$ cat src/adcsq_pkg.sv
package adcsq_pkg;

    // ----------------------------------------
    // Register map and reset values
    // ----------------------------------------
    localparam logic [7:0] CTRL_ADDR    = 8'hB4;
    localparam logic [7:0] SEQ_ADDR     = 8'hB5;
    localparam logic [7:0] EXTRA_ADDR   = 8'hB6;
    localparam logic [7:0] RES_LO_ADDR  = 8'hBA;
    localparam logic [7:0] RES_HI_ADDR  = 8'hBB;
    localparam logic [1:0] START_SOURCE_SELECT_RST    = 2'h3;
    localparam logic [3:0] CTRL_LOW_RST = 4'h3;
    localparam logic [7:0] SEQ_RST      = 8'h10;
    localparam logic [7:0] EXTRA_RST    = 8'h00;
    localparam logic [7:0] READ_ZERO    = 8'h00;

    // ----------------------------------------
    // Field positions
    // ----------------------------------------
    localparam int EOC_BIT   = 7;
    localparam int ST_BIT    = 6;
    localparam int START_SOURCE_SELECT_MSB = 5;
    localparam int START_SOURCE_SELECT_LSB = 4;

    // ----------------------------------------
    // Start sources and channel codes
    // ----------------------------------------
    localparam logic [1:0] SRC_PIN   = 2'h0;
    localparam logic [1:0] SRC_FREE  = 2'h1;
    localparam logic [1:0] SRC_TIMER = 2'h2;
    localparam logic [1:0] SRC_SOFT  = 2'h3;
    localparam logic [3:0] CH_DIFF_FIRST  = 4'h8;
    localparam logic [3:0] CH_FIXED_FIRST = 4'hC;
    localparam logic [3:0] CH_SE_FIRST    = 4'h0;
    localparam logic [3:0] CH_STEP        = 4'h1;

    // ----------------------------------------
    // Timing and decimation
    // ----------------------------------------
    localparam logic [2:0] ADC_DIV_LAST = 3'h5;
    localparam logic [9:0] SETTLE_CYCLES = 10'h010;
    localparam logic [3:0][9:0] DEC_RATE = {10'h200, 10'h100, 10'h080, 10'h040};
    localparam logic [3:0][3:0] DEC_SHIFT = {4'h2, 4'h3, 4'h4, 4'h5};
    localparam logic [3:0][11:0] RES_MASK = {12'hFFF, 12'hFFC, 12'hFF8, 12'hFE0};
    localparam logic signed [15:0] CLIP_HI = 16'sh07FF;
    localparam logic signed [15:0] CLIP_LO = 16'shF800;

    // ----------------------------------------
    // DMA triggers
    // ----------------------------------------
    localparam int DMA_TRIG_N     = 9;
    localparam int DMA_SINGLE_IDX = 8;

    // ----------------------------------------
    // Types
    // ----------------------------------------
    typedef enum logic [1:0] {
        ADCSQ_IDLE  = 2'b00,
        ADCSQ_SEQ   = 2'b01,
        ADCSQ_EXTRA = 2'b10
    } adcsq_state_type;

    typedef struct packed {
        logic [1:0] reference_select;
        logic [1:0] decimation_select;
        logic [3:0] chan;
    } adcsq_cfg_type;

    typedef struct packed {
        logic [7:0] addr;
        logic [7:0] wdata;
        logic       wr;
        logic       rd;
    } adcsq_bus_req_type;

    typedef struct packed {
        logic [2:0] cnt;
        logic       tick;
    } adcsq_div_state_type;

    typedef struct packed {
        logic               busy;
        logic [1:0]         div;
        logic [9:0]         cnt;
        logic signed [10:0] acc;
        logic               done;
        logic [11:0]        result;
    } adcsq_dec_state_type;

endpackage

$ cat src/adcsq_sequencer.sv
// Summary of operation
// - Done flag sets at conversion end, clears on reading high result byte.
// - Software start bit starts only with source 11 and idle; clears at end.
// - Four start sources: pin rising edge, previous end, timer compare, software bit.
// - Start source codes 00 pin, 01 free run, 10 timer, 11 software; reset 11.
// - Decimation codes give rates 64, 128, 256, 512 with 7, 9, 10, 12 bits.
// - Codes below 1000 walk inputs from 0; 1000-1011 walk pairs; higher single.
// - Extra register write queues one conversion after sequence, else immediately.
// - Extra register picks input, reference, decimation with sequence encodings.
// - Channel readback and done flag update even with no analog pins.
// - Reference choice among four sources; reference and ground usable as inputs.
// - Results two's complement, single-ended 0..2047, differential -2048..2047.
// - Result left-justified in high and low bytes; low byte bits 7:4.
// - Completion in the same cycle as a high result byte read keeps the done flag set.
// - Channel readback shows last conversion; sequence codes below 1100 read plus one.
// - After extra conversion the channel readback equals the written extra code.
// - Converter clock is system clock divided by six.
// - Conversion lasts decimation rate plus 16 converter clock periods.
// - Interrupt request only on extra conversion completion.
// - Per-channel DMA trigger pulses for each sequence or single sample.
// - All-channel DMA trigger on sequence or single data, never for extra.
//
// Design decision made here: strobed register access.
`timescale 1ns/1ps
module adcsq_sequencer (
    input  wire logic                       mclk,
    input  wire logic                       rst,
    input  wire adcsq_pkg::adcsq_bus_req_type bus_req,
    output logic [7:0]                      bus_rdata,
    input  wire logic                       external_trigger_pin,
    input  wire logic                       timer_compare_event,
    input  wire logic                       modulator_bit,
    output adcsq_pkg::adcsq_cfg_type        mux_cfg,
    output logic                            converting,
    output logic                            irq_extra,
    output logic [8:0]                      dma_channel_trigger,
    output logic                            all_channels_dma_trigger
);

    // ----------------------------------------
    // Block state
    // ----------------------------------------
    typedef struct packed {
        adcsq_pkg::adcsq_state_type fsm;
        logic                       eoc;
        logic                       st;
        logic [1:0]                 start_source_select;
        logic [3:0]                 ctrl_low;

        adcsq_pkg::adcsq_cfg_type   seq_cfg;
        logic [3:0]                 sch_rb;
        adcsq_pkg::adcsq_cfg_type   extra_cfg;
        logic                       extra_pend;

        adcsq_pkg::adcsq_cfg_type   mux;
        logic [11:0]                result;
        logic [7:0]                 rdata;

        logic                       pin_s1;
        logic                       pin_s2;
        logic                       pin_s3;
        logic                       mod_s1;
        logic                       mod_s2;

        logic                       dec_start;
        logic                       busy;
        logic                       irq;
        logic [8:0]                 dma;
        logic                       dma_all;
    } adcsq_main_state_type;

    adcsq_main_state_type s_q;
    adcsq_main_state_type s_d;

    logic                 adc_tick;
    logic                 dec_done;
    logic [11:0]          dec_result;

    // ----------------------------------------
    // Converter clock and decimation filter
    // ----------------------------------------
    adcsq_clk_div u_clk_div (
        .mclk     (mclk),
        .rst      (rst),
        .adc_tick (adc_tick)
    );

    adcsq_decimator u_decimator (
        .mclk              (mclk),
        .rst               (rst),
        .adc_tick          (adc_tick),
        .start             (s_q.dec_start),
        .decimation_select (s_q.mux.decimation_select),
        .modulator_bit     (s_q.mod_s2),
        .done              (dec_done),
        .result            (dec_result)
    );

    // ----------------------------------------
    // Next-state logic
    // ----------------------------------------
    always_comb begin
        logic       wr_ctrl;
        logic       wr_extra;
        logic       start_ok;
        logic [3:0] first;
        logic [3:0] nxt;
        wr_ctrl = bus_req.wr && (bus_req.addr == adcsq_pkg::CTRL_ADDR);
        wr_extra = bus_req.wr && (bus_req.addr == adcsq_pkg::EXTRA_ADDR);
        start_ok = 1'b0;
        first = adcsq_pkg::CH_SE_FIRST;
        nxt = s_q.mux.chan + adcsq_pkg::CH_STEP;

        s_d = s_q;
        s_d.dec_start = 1'b0;
        s_d.irq = 1'b0;
        s_d.dma = '0;
        s_d.dma_all = 1'b0;
        s_d.rdata = adcsq_pkg::READ_ZERO;

        // Pin and bit-stream synchronisers
        s_d.pin_s1 = external_trigger_pin;
        s_d.pin_s2 = s_q.pin_s1;
        s_d.pin_s3 = s_q.pin_s2;

        s_d.mod_s1 = modulator_bit;
        s_d.mod_s2 = s_q.mod_s1;

        // Register reads, data in the next cycle
        if (bus_req.rd) begin
            case (bus_req.addr)
                adcsq_pkg::CTRL_ADDR: begin
                    s_d.rdata = {s_q.eoc, s_q.st, s_q.start_source_select, s_q.ctrl_low};
                end

                adcsq_pkg::SEQ_ADDR: begin
                    s_d.rdata = {s_q.seq_cfg.reference_select, s_q.seq_cfg.decimation_select, s_q.sch_rb};
                end

                adcsq_pkg::EXTRA_ADDR: begin
                    s_d.rdata = s_q.extra_cfg;
                end

                adcsq_pkg::RES_LO_ADDR: begin
                    s_d.rdata = {s_q.result[3:0], 4'h0};
                end

                adcsq_pkg::RES_HI_ADDR: begin
                    s_d.rdata = s_q.result[11:4];
                    s_d.eoc = 1'b0;
                end

                default: begin
                    s_d.rdata = adcsq_pkg::READ_ZERO;
                end
            endcase
        end

        // Register writes
        if (bus_req.wr) begin
            case (bus_req.addr)
                adcsq_pkg::CTRL_ADDR: begin
                    // Start bit is write-one only
                    if (bus_req.wdata[adcsq_pkg::ST_BIT]) begin
                        s_d.st = 1'b1;
                    end
                    s_d.start_source_select = bus_req.wdata[adcsq_pkg::START_SOURCE_SELECT_MSB:adcsq_pkg::START_SOURCE_SELECT_LSB];
                    s_d.ctrl_low = bus_req.wdata[3:0];
                end

                adcsq_pkg::SEQ_ADDR: begin
                    s_d.seq_cfg = bus_req.wdata;
                    s_d.sch_rb = bus_req.wdata[3:0];
                end

                adcsq_pkg::EXTRA_ADDR: begin
                    s_d.extra_cfg = bus_req.wdata;
                    s_d.extra_pend = 1'b1;
                end

                default: begin
                end
            endcase
        end

        // Start source selection
        case (s_q.start_source_select)
            adcsq_pkg::SRC_PIN: begin
                start_ok = s_q.pin_s2 && !s_q.pin_s3;
            end
            adcsq_pkg::SRC_FREE: begin
                start_ok = 1'b1;
            end
            adcsq_pkg::SRC_TIMER: begin
                start_ok = timer_compare_event;
            end
            adcsq_pkg::SRC_SOFT: begin
                start_ok = s_q.st;
            end
            default: begin
                start_ok = 1'b0;
            end
        endcase

        // First code of a sequence
        if (s_q.seq_cfg.chan < adcsq_pkg::CH_DIFF_FIRST) begin
            first = adcsq_pkg::CH_SE_FIRST;
        end else if (s_q.seq_cfg.chan < adcsq_pkg::CH_FIXED_FIRST) begin
            first = adcsq_pkg::CH_DIFF_FIRST;
        end else begin
            first = s_q.seq_cfg.chan;
        end

        // Conversion control
        case (s_q.fsm)
            // Queued extra goes first
            adcsq_pkg::ADCSQ_IDLE: begin
                if (s_q.extra_pend) begin
                    s_d.fsm = adcsq_pkg::ADCSQ_EXTRA;
                    s_d.busy = 1'b1;
                    s_d.dec_start = 1'b1;
                    s_d.mux = s_q.extra_cfg;
                    s_d.extra_pend = wr_extra;
                end else if (start_ok) begin
                    s_d.fsm = adcsq_pkg::ADCSQ_SEQ;
                    s_d.busy = 1'b1;
                    s_d.dec_start = 1'b1;
                    s_d.mux = {s_q.seq_cfg.reference_select, s_q.seq_cfg.decimation_select, first};
                end
            end

            // Store, then step or end
            adcsq_pkg::ADCSQ_SEQ: begin
                if (dec_done) begin
                    s_d.result = dec_result;
                    s_d.eoc = 1'b1;
                    s_d.sch_rb = (s_q.mux.chan < adcsq_pkg::CH_FIXED_FIRST) ? nxt : s_q.mux.chan;

                    if (s_q.mux.chan < adcsq_pkg::CH_DIFF_FIRST) begin
                        s_d.dma[s_q.mux.chan[2:0]] = 1'b1;
                    end else begin
                        s_d.dma[adcsq_pkg::DMA_SINGLE_IDX] = 1'b1;
                    end
                    s_d.dma_all = 1'b1;

                    // Last code ends the walk
                    if (s_q.mux.chan == s_q.seq_cfg.chan || s_q.mux.chan >= adcsq_pkg::CH_FIXED_FIRST) begin
                        s_d.fsm = adcsq_pkg::ADCSQ_IDLE;
                        s_d.busy = 1'b0;
                        s_d.st = wr_ctrl && bus_req.wdata[adcsq_pkg::ST_BIT];
                    end else begin
                        s_d.mux.chan = nxt;
                        s_d.dec_start = 1'b1;
                    end
                end
            end

            // Extra: interrupt, no DMA
            adcsq_pkg::ADCSQ_EXTRA: begin
                if (dec_done) begin
                    s_d.result = dec_result;
                    s_d.eoc = 1'b1;
                    s_d.sch_rb = s_q.mux.chan;
                    s_d.irq = 1'b1;
                    s_d.fsm = adcsq_pkg::ADCSQ_IDLE;
                    s_d.busy = 1'b0;
                end
            end

            // Illegal code to idle
            default: begin
                s_d.fsm = adcsq_pkg::ADCSQ_IDLE;
                s_d.busy = 1'b0;
            end
        endcase
    end

    // ----------------------------------------
    // State register
    // ----------------------------------------
    always_ff @(posedge mclk) begin
        if (rst) begin
            s_q <= '0;
            // Fields with named reset values
            s_q.fsm <= adcsq_pkg::ADCSQ_IDLE;
            s_q.start_source_select <= adcsq_pkg::START_SOURCE_SELECT_RST;
            s_q.ctrl_low <= adcsq_pkg::CTRL_LOW_RST;
            s_q.seq_cfg <= adcsq_pkg::SEQ_RST;
            s_q.extra_cfg <= adcsq_pkg::EXTRA_RST;
        end else begin
            s_q <= s_d;
        end
    end

    // Outputs straight from the state register
    assign bus_rdata = s_q.rdata;
    assign mux_cfg = s_q.mux;
    assign converting = s_q.busy;
    assign irq_extra = s_q.irq;
    assign dma_channel_trigger = s_q.dma;
    assign all_channels_dma_trigger = s_q.dma_all;

endmodule // adcsq_sequencer

$ cat src/adcsq_clk_div.sv
`timescale 1ns/1ps
module adcsq_clk_div (
    input  wire logic mclk,
    input  wire logic rst,
    output logic      adc_tick
);

    adcsq_pkg::adcsq_div_state_type s_q;
    adcsq_pkg::adcsq_div_state_type s_d;

    // Divide by six: one tick per ADC clock period
    always_comb begin
        s_d = s_q;
        s_d.tick = 1'b0;
        if (s_q.cnt == adcsq_pkg::ADC_DIV_LAST) begin
            s_d.cnt = 3'h0;
            s_d.tick = 1'b1;
        end else begin
            s_d.cnt = s_q.cnt + 3'h1;
        end
    end

    // State register
    always_ff @(posedge mclk) begin
        if (rst) begin
            s_q <= '0;
        end else begin
            s_q <= s_d;
        end
    end

    assign adc_tick = s_q.tick;

endmodule // adcsq_clk_div

$ cat src/adcsq_decimator.sv
`timescale 1ns/1ps
module adcsq_decimator (
    input  wire logic        mclk,
    input  wire logic        rst,
    input  wire logic        adc_tick,
    input  wire logic        start,
    input  wire logic [1:0]  decimation_select,
    input  wire logic        modulator_bit,
    output logic             done,
    output logic [11:0]      result
);

    adcsq_pkg::adcsq_dec_state_type s_q;
    adcsq_pkg::adcsq_dec_state_type s_d;

    // Settle, integrate the bit stream, scale and justify
    always_comb begin
        logic signed [10:0] acc_n;
        logic signed [15:0] wide;
        logic [9:0]         last;
        logic [11:0]        clipped;
        acc_n = s_q.acc;
        wide = 16'sh0000;
        clipped = 12'h000;
        last = adcsq_pkg::SETTLE_CYCLES + adcsq_pkg::DEC_RATE[s_q.div] - 10'h001;
        s_d = s_q;
        s_d.done = 1'b0;
        if (start) begin
            s_d.busy = 1'b1;
            s_d.div = decimation_select;
            s_d.cnt = 10'h000;
            s_d.acc = 11'sh000;
        end else if (s_q.busy && adc_tick) begin
            // Multiplexer settling periods are not integrated
            if (s_q.cnt >= adcsq_pkg::SETTLE_CYCLES) begin
                acc_n = modulator_bit ? s_q.acc + 11'sh001 : s_q.acc - 11'sh001;
            end
            s_d.acc = acc_n;
            s_d.cnt = s_q.cnt + 10'h001;
            if (s_q.cnt == last) begin
                wide = {{5{acc_n[10]}}, acc_n} <<< adcsq_pkg::DEC_SHIFT[s_q.div];
                if (wide > adcsq_pkg::CLIP_HI) begin
                    clipped = 12'h7FF;
                end else if (wide < adcsq_pkg::CLIP_LO) begin
                    clipped = 12'h800;
                end else begin
                    clipped = wide[11:0];
                end
                s_d.result = clipped & adcsq_pkg::RES_MASK[s_q.div];
                s_d.busy = 1'b0;
                s_d.done = 1'b1;
            end
        end
    end

    // State register
    always_ff @(posedge mclk) begin
        if (rst) begin
            s_q <= '0;
        end else begin
            s_q <= s_d;
        end
    end

    assign done = s_q.done;
    assign result = s_q.result;

endmodule // adcsq_decimator

$ cat config.mk
export PLATFORM = sky130hd
export DESIGN_NAME = adcsq_sequencer
export DESIGN_NICKNAME = d
export VERILOG_FILES = /design/src/adcsq_pkg.sv /design/src/adcsq_sequencer.sv /design/src/adcsq_clk_div.sv /design/src/adcsq_decimator.sv
export SDC_FILE = /design/constraint.sdc
export NUM_CORES = 1
export LEC_CHECK = 0
export BUFFER_PORTS_ARGS = -buffer_cell sky130_fd_sc_hd__buf_2
export CAP_MARGIN = 20
export CORE_MARGIN = 4
export CORE_UTILIZATION = 33
export DETAILED_ROUTE_END_ITERATION = 16
export PLACE_DENSITY = 0.53
export SYNTH_ARGS = -nofsm -noshare
export SYNTH_HDL_FRONTEND = slang
export SYNTH_SLANG_ARGS = --single-unit
$ cat constraint.sdc
create_clock -name mclk -period 3.5 [get_ports mclk]
set_input_delay 0.525 -clock mclk [delete_from_list [all_inputs] [get_ports mclk]]
set_output_delay 0.525 -clock mclk [all_outputs]
set_load 0.03 [all_outputs]
## Word-level counts from Yosys, hierarchy flattened

Cells that the tools add are included.
Widths: inputs -> output; s select.

- Output and inout bits: 28
- Bits in registers: 118
- Logic and storage cells: 179

- Muxes and demuxes: 65
- Add/sub/neg operators: 7
- Bitwise gates (word level): 8
- Shift-type cells: 1
- Reduce and logical (&&, ||, !) cells: 32
- Magnitude comparators: 11
- Equality and inequality tests: 18

Operators by type and width:

| operator | count |
|---|---|
| $mux 12 | 8 |
| $mux 11 | 4 |
| $eq 8x8->1 const B | 5 |
| $pmux 8 s5 | 1 |
| $mux 4 | 8 |
| $mux 28 | 1 |
| $bmux 12 s2 | 1 |
| $pmux 12 s2 | 1 |
| $bmux 10 s2 | 1 |
| $gt 16x12->1 const B | 1 |
| $lt 16x12->1 const B | 1 |
| $lt 4x4->1 const B | 4 |
| $mux 16 | 1 |
| $mux 8 | 2 |
| $pmux 4 s2 | 2 |
| $sshl 16x4->16 | 1 |
| $mux 1 | 15 |
| $mux 2 | 7 |
| $mux 13 | 1 |
| $and 12x12->12 | 1 |
| $add 11x2->11 const B | 1 |
| $sub 11x2->11 const B | 1 |
| $add 10x1->10 const B | 1 |
| $add 5x10->10 const A | 1 |
| 39 further kinds | 72 |

## Logic depth before layout (Yosys ltp)

- Word-level depth: 14
- Mapped depth: 11

## Modules after synthesis

A second synthesis with hierarchy kept.

- Cell total of the unflattened synthesis: 723
- Area total of the unflattened synthesis: 6332.3 um^2

By module, submodules not included:

| module | instances | cells an instance | seq. area each (um^2) | area each (um^2) |
|---|---|---|---|---|
| adcsq_sequencer | 1 | 397 | 1541.5 | 3619.7 |
| adcsq_decimator | 1 | 311 | 740.7 | 2557.5 |
| adcsq_clk_div | 1 | 15 | 80.1 | 155.1 |

## Worst setup path after synthesis

No wires, ideal clock.

- Path type: reg2reg
- Start point: register s_q[13] (netlist bit)
- End point: register u_decimator.s_q (netlist bit u_decimator.result[6])
- Cell stages (with the launch flop): 11
- Buffers on the path: 0
- Arrival time: 2746 ps
- Library setup time: 79 ps
- Path slack: 675 ps
- Required time: 3421 ps
- Clock period less this slack: 2825 ps
- Path through: dfxtp_1 inv_1 fa_1 a21o_1 a221oi_2 mux2_2 and2_2 and2b_1 o41ai_2 nand2_2 o211ai_1

- Word-level cells in the longest chain between the ends: 12
- Elaborated cells between the ends (all ways): 13

RTL lines:

| element | RTL line | RTL |
|---|---|---|
| from (decl) | adcsq_sequencer.sv:72 | `adcsq_main_state_type s_q;` |
| $mux 11 (*) | adcsq_decimator.sv:36 | `acc_n = modulator_bit ? s_q.acc + 11'sh001 : s_q.acc - 11'sh001;` |
| $mux 11 (*) | adcsq_decimator.sv:35 | `if (s_q.cnt >= adcsq_pkg::SETTLE_CYCLES) begin` |
| $mux 11 (*) | adcsq_decimator.sv:33 | `end else if (s_q.busy && adc_tick) begin` |
| $mux 11 (*) | adcsq_decimator.sv:28 | `if (start) begin` |
| $sshl 16x4->16 (*) | adcsq_decimator.sv:41 | `wide = {{5{acc_n[10]}}, acc_n} <<< adcsq_pkg::DEC_SHIFT[s_q.div];` |
| $lt 16x12->1 | adcsq_decimator.sv:44 | `end else if (wide < adcsq_pkg::CLIP_LO) begin` |
| $mux 12 | adcsq_decimator.sv:44 |  |
| $mux 12 (*) | adcsq_decimator.sv:42 | `if (wide > adcsq_pkg::CLIP_HI) begin` |
| $mux 12 (*) | adcsq_decimator.sv:40 | `if (s_q.cnt == last) begin` |
| $mux 12 (*) | adcsq_decimator.sv:33 |  |
| $mux 12 (*) | adcsq_decimator.sv:28 |  |
| $and 12x12->12 (*) | adcsq_decimator.sv:49 | `s_d.result = clipped & adcsq_pkg::RES_MASK[s_q.div];` |
| to (signal assigned) | adcsq_decimator.sv:59 | `s_q <= '0;` |
| to (signal assigned) | adcsq_decimator.sv:61 | `s_q <= s_d;` |
| to (decl) | adcsq_decimator.sv:13 | `adcsq_pkg::adcsq_dec_state_type s_q;` |

Every way passes the cells marked *; elsewhere a longest branch is shown, timed or not. The select of a mux whose other input is x is not followed.
A chain may end at the register's enable or synchronous reset.

## Worst setup path in the final report

Same ends and word-level chain as after synthesis.

==> results by group <==
Synthesis
  • Avg Cell Area, Syn: 8.625 sq um
  • Most frequent cell after synthesis: dfxtp_1
  • Synth area leader: dfxtp_1
  • Netlist Area Pre-Place: 6072 sq um
  • Ys Warns: 0
  • Count of cell types in the netlist: 75
  • EDFF count, synth: 0
  • Number of synthesized register bits: 118
  • Net count after synthesis: 746
  • Post-synthesis cell count: 704
  • Synth Flop Type: dfxtp_1
  • Ys async rst share: 0
  • Most instantiated cells after synthesis: 118 x dfxtp_1, 93 x nor2_1, 86 x nand2_1
  • Yosys top cell area share: 0.3890
  • Post-synthesis sequential area ratio: 0.3890
  • Leading post-synthesis cells by cell area: dfxtp_1 39%, nor2_1 5.7%, mux2i_1 5.6%

Final layout
  • Fillers: 1872
  • Fin nets: 755
  • Area growth syn-to-layout: 12.61%
  • ANT cells: 0
  • Ratio of cells with drive above 1 in the final layout: 0.1697

Placement
  • Dpl hpwl: 10640 um
  • GP Congestion: 0.8580
  • I/O Buffers: 50

Global route
  • GR Util All Layers: 0.1462
  • Total grt overflow: 0
  • Largest net degree at the start of global routing: 40
  • Vias in the first global route: 4723
  • Initial antenna violation count: 0
  • First-pass GRT wire length: 23980 um

STA
  • Slew margin rel.: 0.4281
  • Unrepaired setup endpoints after global routing: false
  • Setup Skew: 0.007966 ns
  • WHS: 0.3216 ns
  • Time the worst path needs with I/O delays and setup: 3.281 ns
  • Setup Viol. Count Final: 0
  • Fin. Hold Viols: 0
  • Final period utilization: 0.9375
  • Worst slew pin tran: 0.8578 ns
  • Fmax: 304.8 MHz
  • Setup_tns: 0 ns
  • Pins Over Slew Limit: 0

Floorplan
  • Die H: 143.6 um
  • Die X: 143.6 um
  • Row Count: 49
  • CORE AREA: 18020 sq um
  • Full die area: 20630 sq um
  • I/O pins: 51
  • Initial Util: 0.3369

Power and ir drop
  • PwrDens: 469.2 nW/um^2
  • Peak VDD IR: 0.4104 mV
  • LEAKAGE: 0.002563 uW

Routing
  • DR vias/cell: 5.137
  • WL/cell: 15.30 um
  • Total number of vias: 4901
  • Drt pass-1 iters: 5
  • Number of remaining DRC errors: 0
  • Post-DRT Antenna Nets: 0
  • Drt total wl: 14600 um
  • Drt first-iter violations: 224

Worst setup path
  • CP startpoint kind: flop
  • Crit path max fanout: 11
  • Critical Path RT: 3.83 ns
  • Critical path class: reg2reg
  • CP Data Arrival Time: 3.61 ns
  • CP Capture Type: flop

Clocking
  • # resized after CTS: 0
  • CTS max path bufs: 2
  • H-tree levels: 4
  • Hold buffer count at CTS: 0
  • Postcts setup bufs: 0
  • CTS clk-pin slew, worst paths: 0.05 ns
  • Clock root buffer master: clkbuf_16
  • Num Clock Sinks: 118
  • Num CTS Buffers: 17
  • CTS tree: built
  • Clock latency on the worst-skew pair: 0.41 ns

Job
  • Maxcap violations: 0

Min path
  • Hold Crit Class: in2reg

Status
  • Status: finished, final reports clean
-- layer usage --
layer,GRT usage,part of all wire,vias to the layer above
met5,0,0,-
met4,0.04063,0.011,0
met3,0.04260,0.047,15
met2,0.2419,0.49,97
met1,0.1864,0.45,2356
li1,-,-,2433
-- path summary, 6_finish.rpt --
path	end	cells after the start	from	slack, ns
max	u_decimator.result[6]	10	s_q[13]	0.22
min	s_d[13]	2	modulator_bit	0.32
max reg2reg	u_decimator.result[6]	10	s_q[13]	0.22
min reg2reg	s_d[15]	1	s_d[16]	0.44
-- per-stage QoR --
| stage | setup slack (ns) | util | cells | area [sq um] | power [uW] |
|---|---|---|---|---|---|
| after global routing | 0.002846 | 0.3794 | 954 | 6838 | 3329 |
| after global placement | 0.4033 | 0.3473 | 923 | 6260 | 1523 |
| after detailed placement | 0.2718 | 0.3473 | 923 | 6260 | 1528 |
| after floorplan | 0.6747 | - | 704 | 6072 | 1490 |
| after CTS | 0.2281 | 0.3794 | 954 | 6838 | 3246 |
| final | 0.2186 | 0.3794 | 954 | 6838 | 3208 |
-- cell usage in the layout, fill, tap and decap left out, types with 4 or more instances in the layout --
| master | n |
|---|---|
| a21oi_1 | 64 |
| nand3_1 | 5 |
| o211ai_1 | 8 |
| and3_1 | 4 |
| nand2_1 | 86 |
| nor2b_1 | 15 |
| buf_4 | 8 |
| nand2b_1 | 7 |
| mux4_2 | 4 |
| mux2i_1 | 34 |
| clkinvlp_4 | 4 |
| a211oi_1 | 12 |
| o21ai_0 | 14 |
| clkbuf_16 | 17 |
| a22oi_1 | 7 |
| nor2_1 | 93 |
| inv_1 | 13 |
| a211o_1 | 7 |
| o21ai_1 | 8 |
| xor2_1 | 10 |
| dfxtp_1 | 118 |
| a21o_1 | 7 |
| nor3_1 | 7 |
| buf_2 | 50 |
| nor3b_1 | 4 |
| mux2_2 | 10 |
| and2_1 | 8 |
| xnor2_1 | 10 |
| ha_1 | 18 |
-- critical path, stage by stage (launching register included) --
cell      delay [ns]
dfxtp_1         0.31
inv_1           0.30
ha_1            0.37
a21o_1          0.22
a221oi_2        0.46
mux2_2          0.41
and2_2          0.23
and2b_1         0.19
o41ai_2         0.32
nand2_2         0.17
o211ai_1        0.21
-- sequential cells by signal, indices dropped and copies added, names as in the netlist, 3 cells and up --
| name | flops |
|---|---|
| bus_rdata | 8 |
| dma_channel_trigger | 9 |
| mux_cfg | 8 |
| s_d | 3 |
| s_q | 46 |
| u_clk_div.s_q | 3 |
| u_decimator.result | 12 |
| u_decimator.s_q | 24 |
-- report_power, final --
group | internal (uW) | total [uW] | switching, uW | leakage, uW
clock | 1050 | 1710 | 661 | 0.000272
combinational | 52.1 | 141 | 88.4 | 0.00134
sequential | 1350 | 1360 | 6.19 | 0.000952
-- cell families after synthesis --
family / Yosys count / share of synthesized area
buffers and inverters: 81 / 0.07542
and+or+nand+nor: 253 / 0.1935
xor gates and xnor gates: 21 / 0.03153
muxes: 48 / 0.08943
adders and majority gates: 19 / 0.04039
AOI/OAI and AO/OA: 164 / 0.1807
DFF: 118 / 0.3890
-- cell type report --
cell class / count / area (sq um) / share of cell area
tap: 229 / 286.5 / 0.04190
inverter: 13 / 48.80 / 0.007136
timing repair buffer: 58 / 310.3 / 0.04538
clock inverter: 14 / 152.6 / 0.02232
clock buffer: 17 / 425.4 / 0.06221
sequential: 118 / 2362 / 0.3455
multi-input combinational: 505 / 3252 / 0.4756
(Power assumes the default switching activity.)
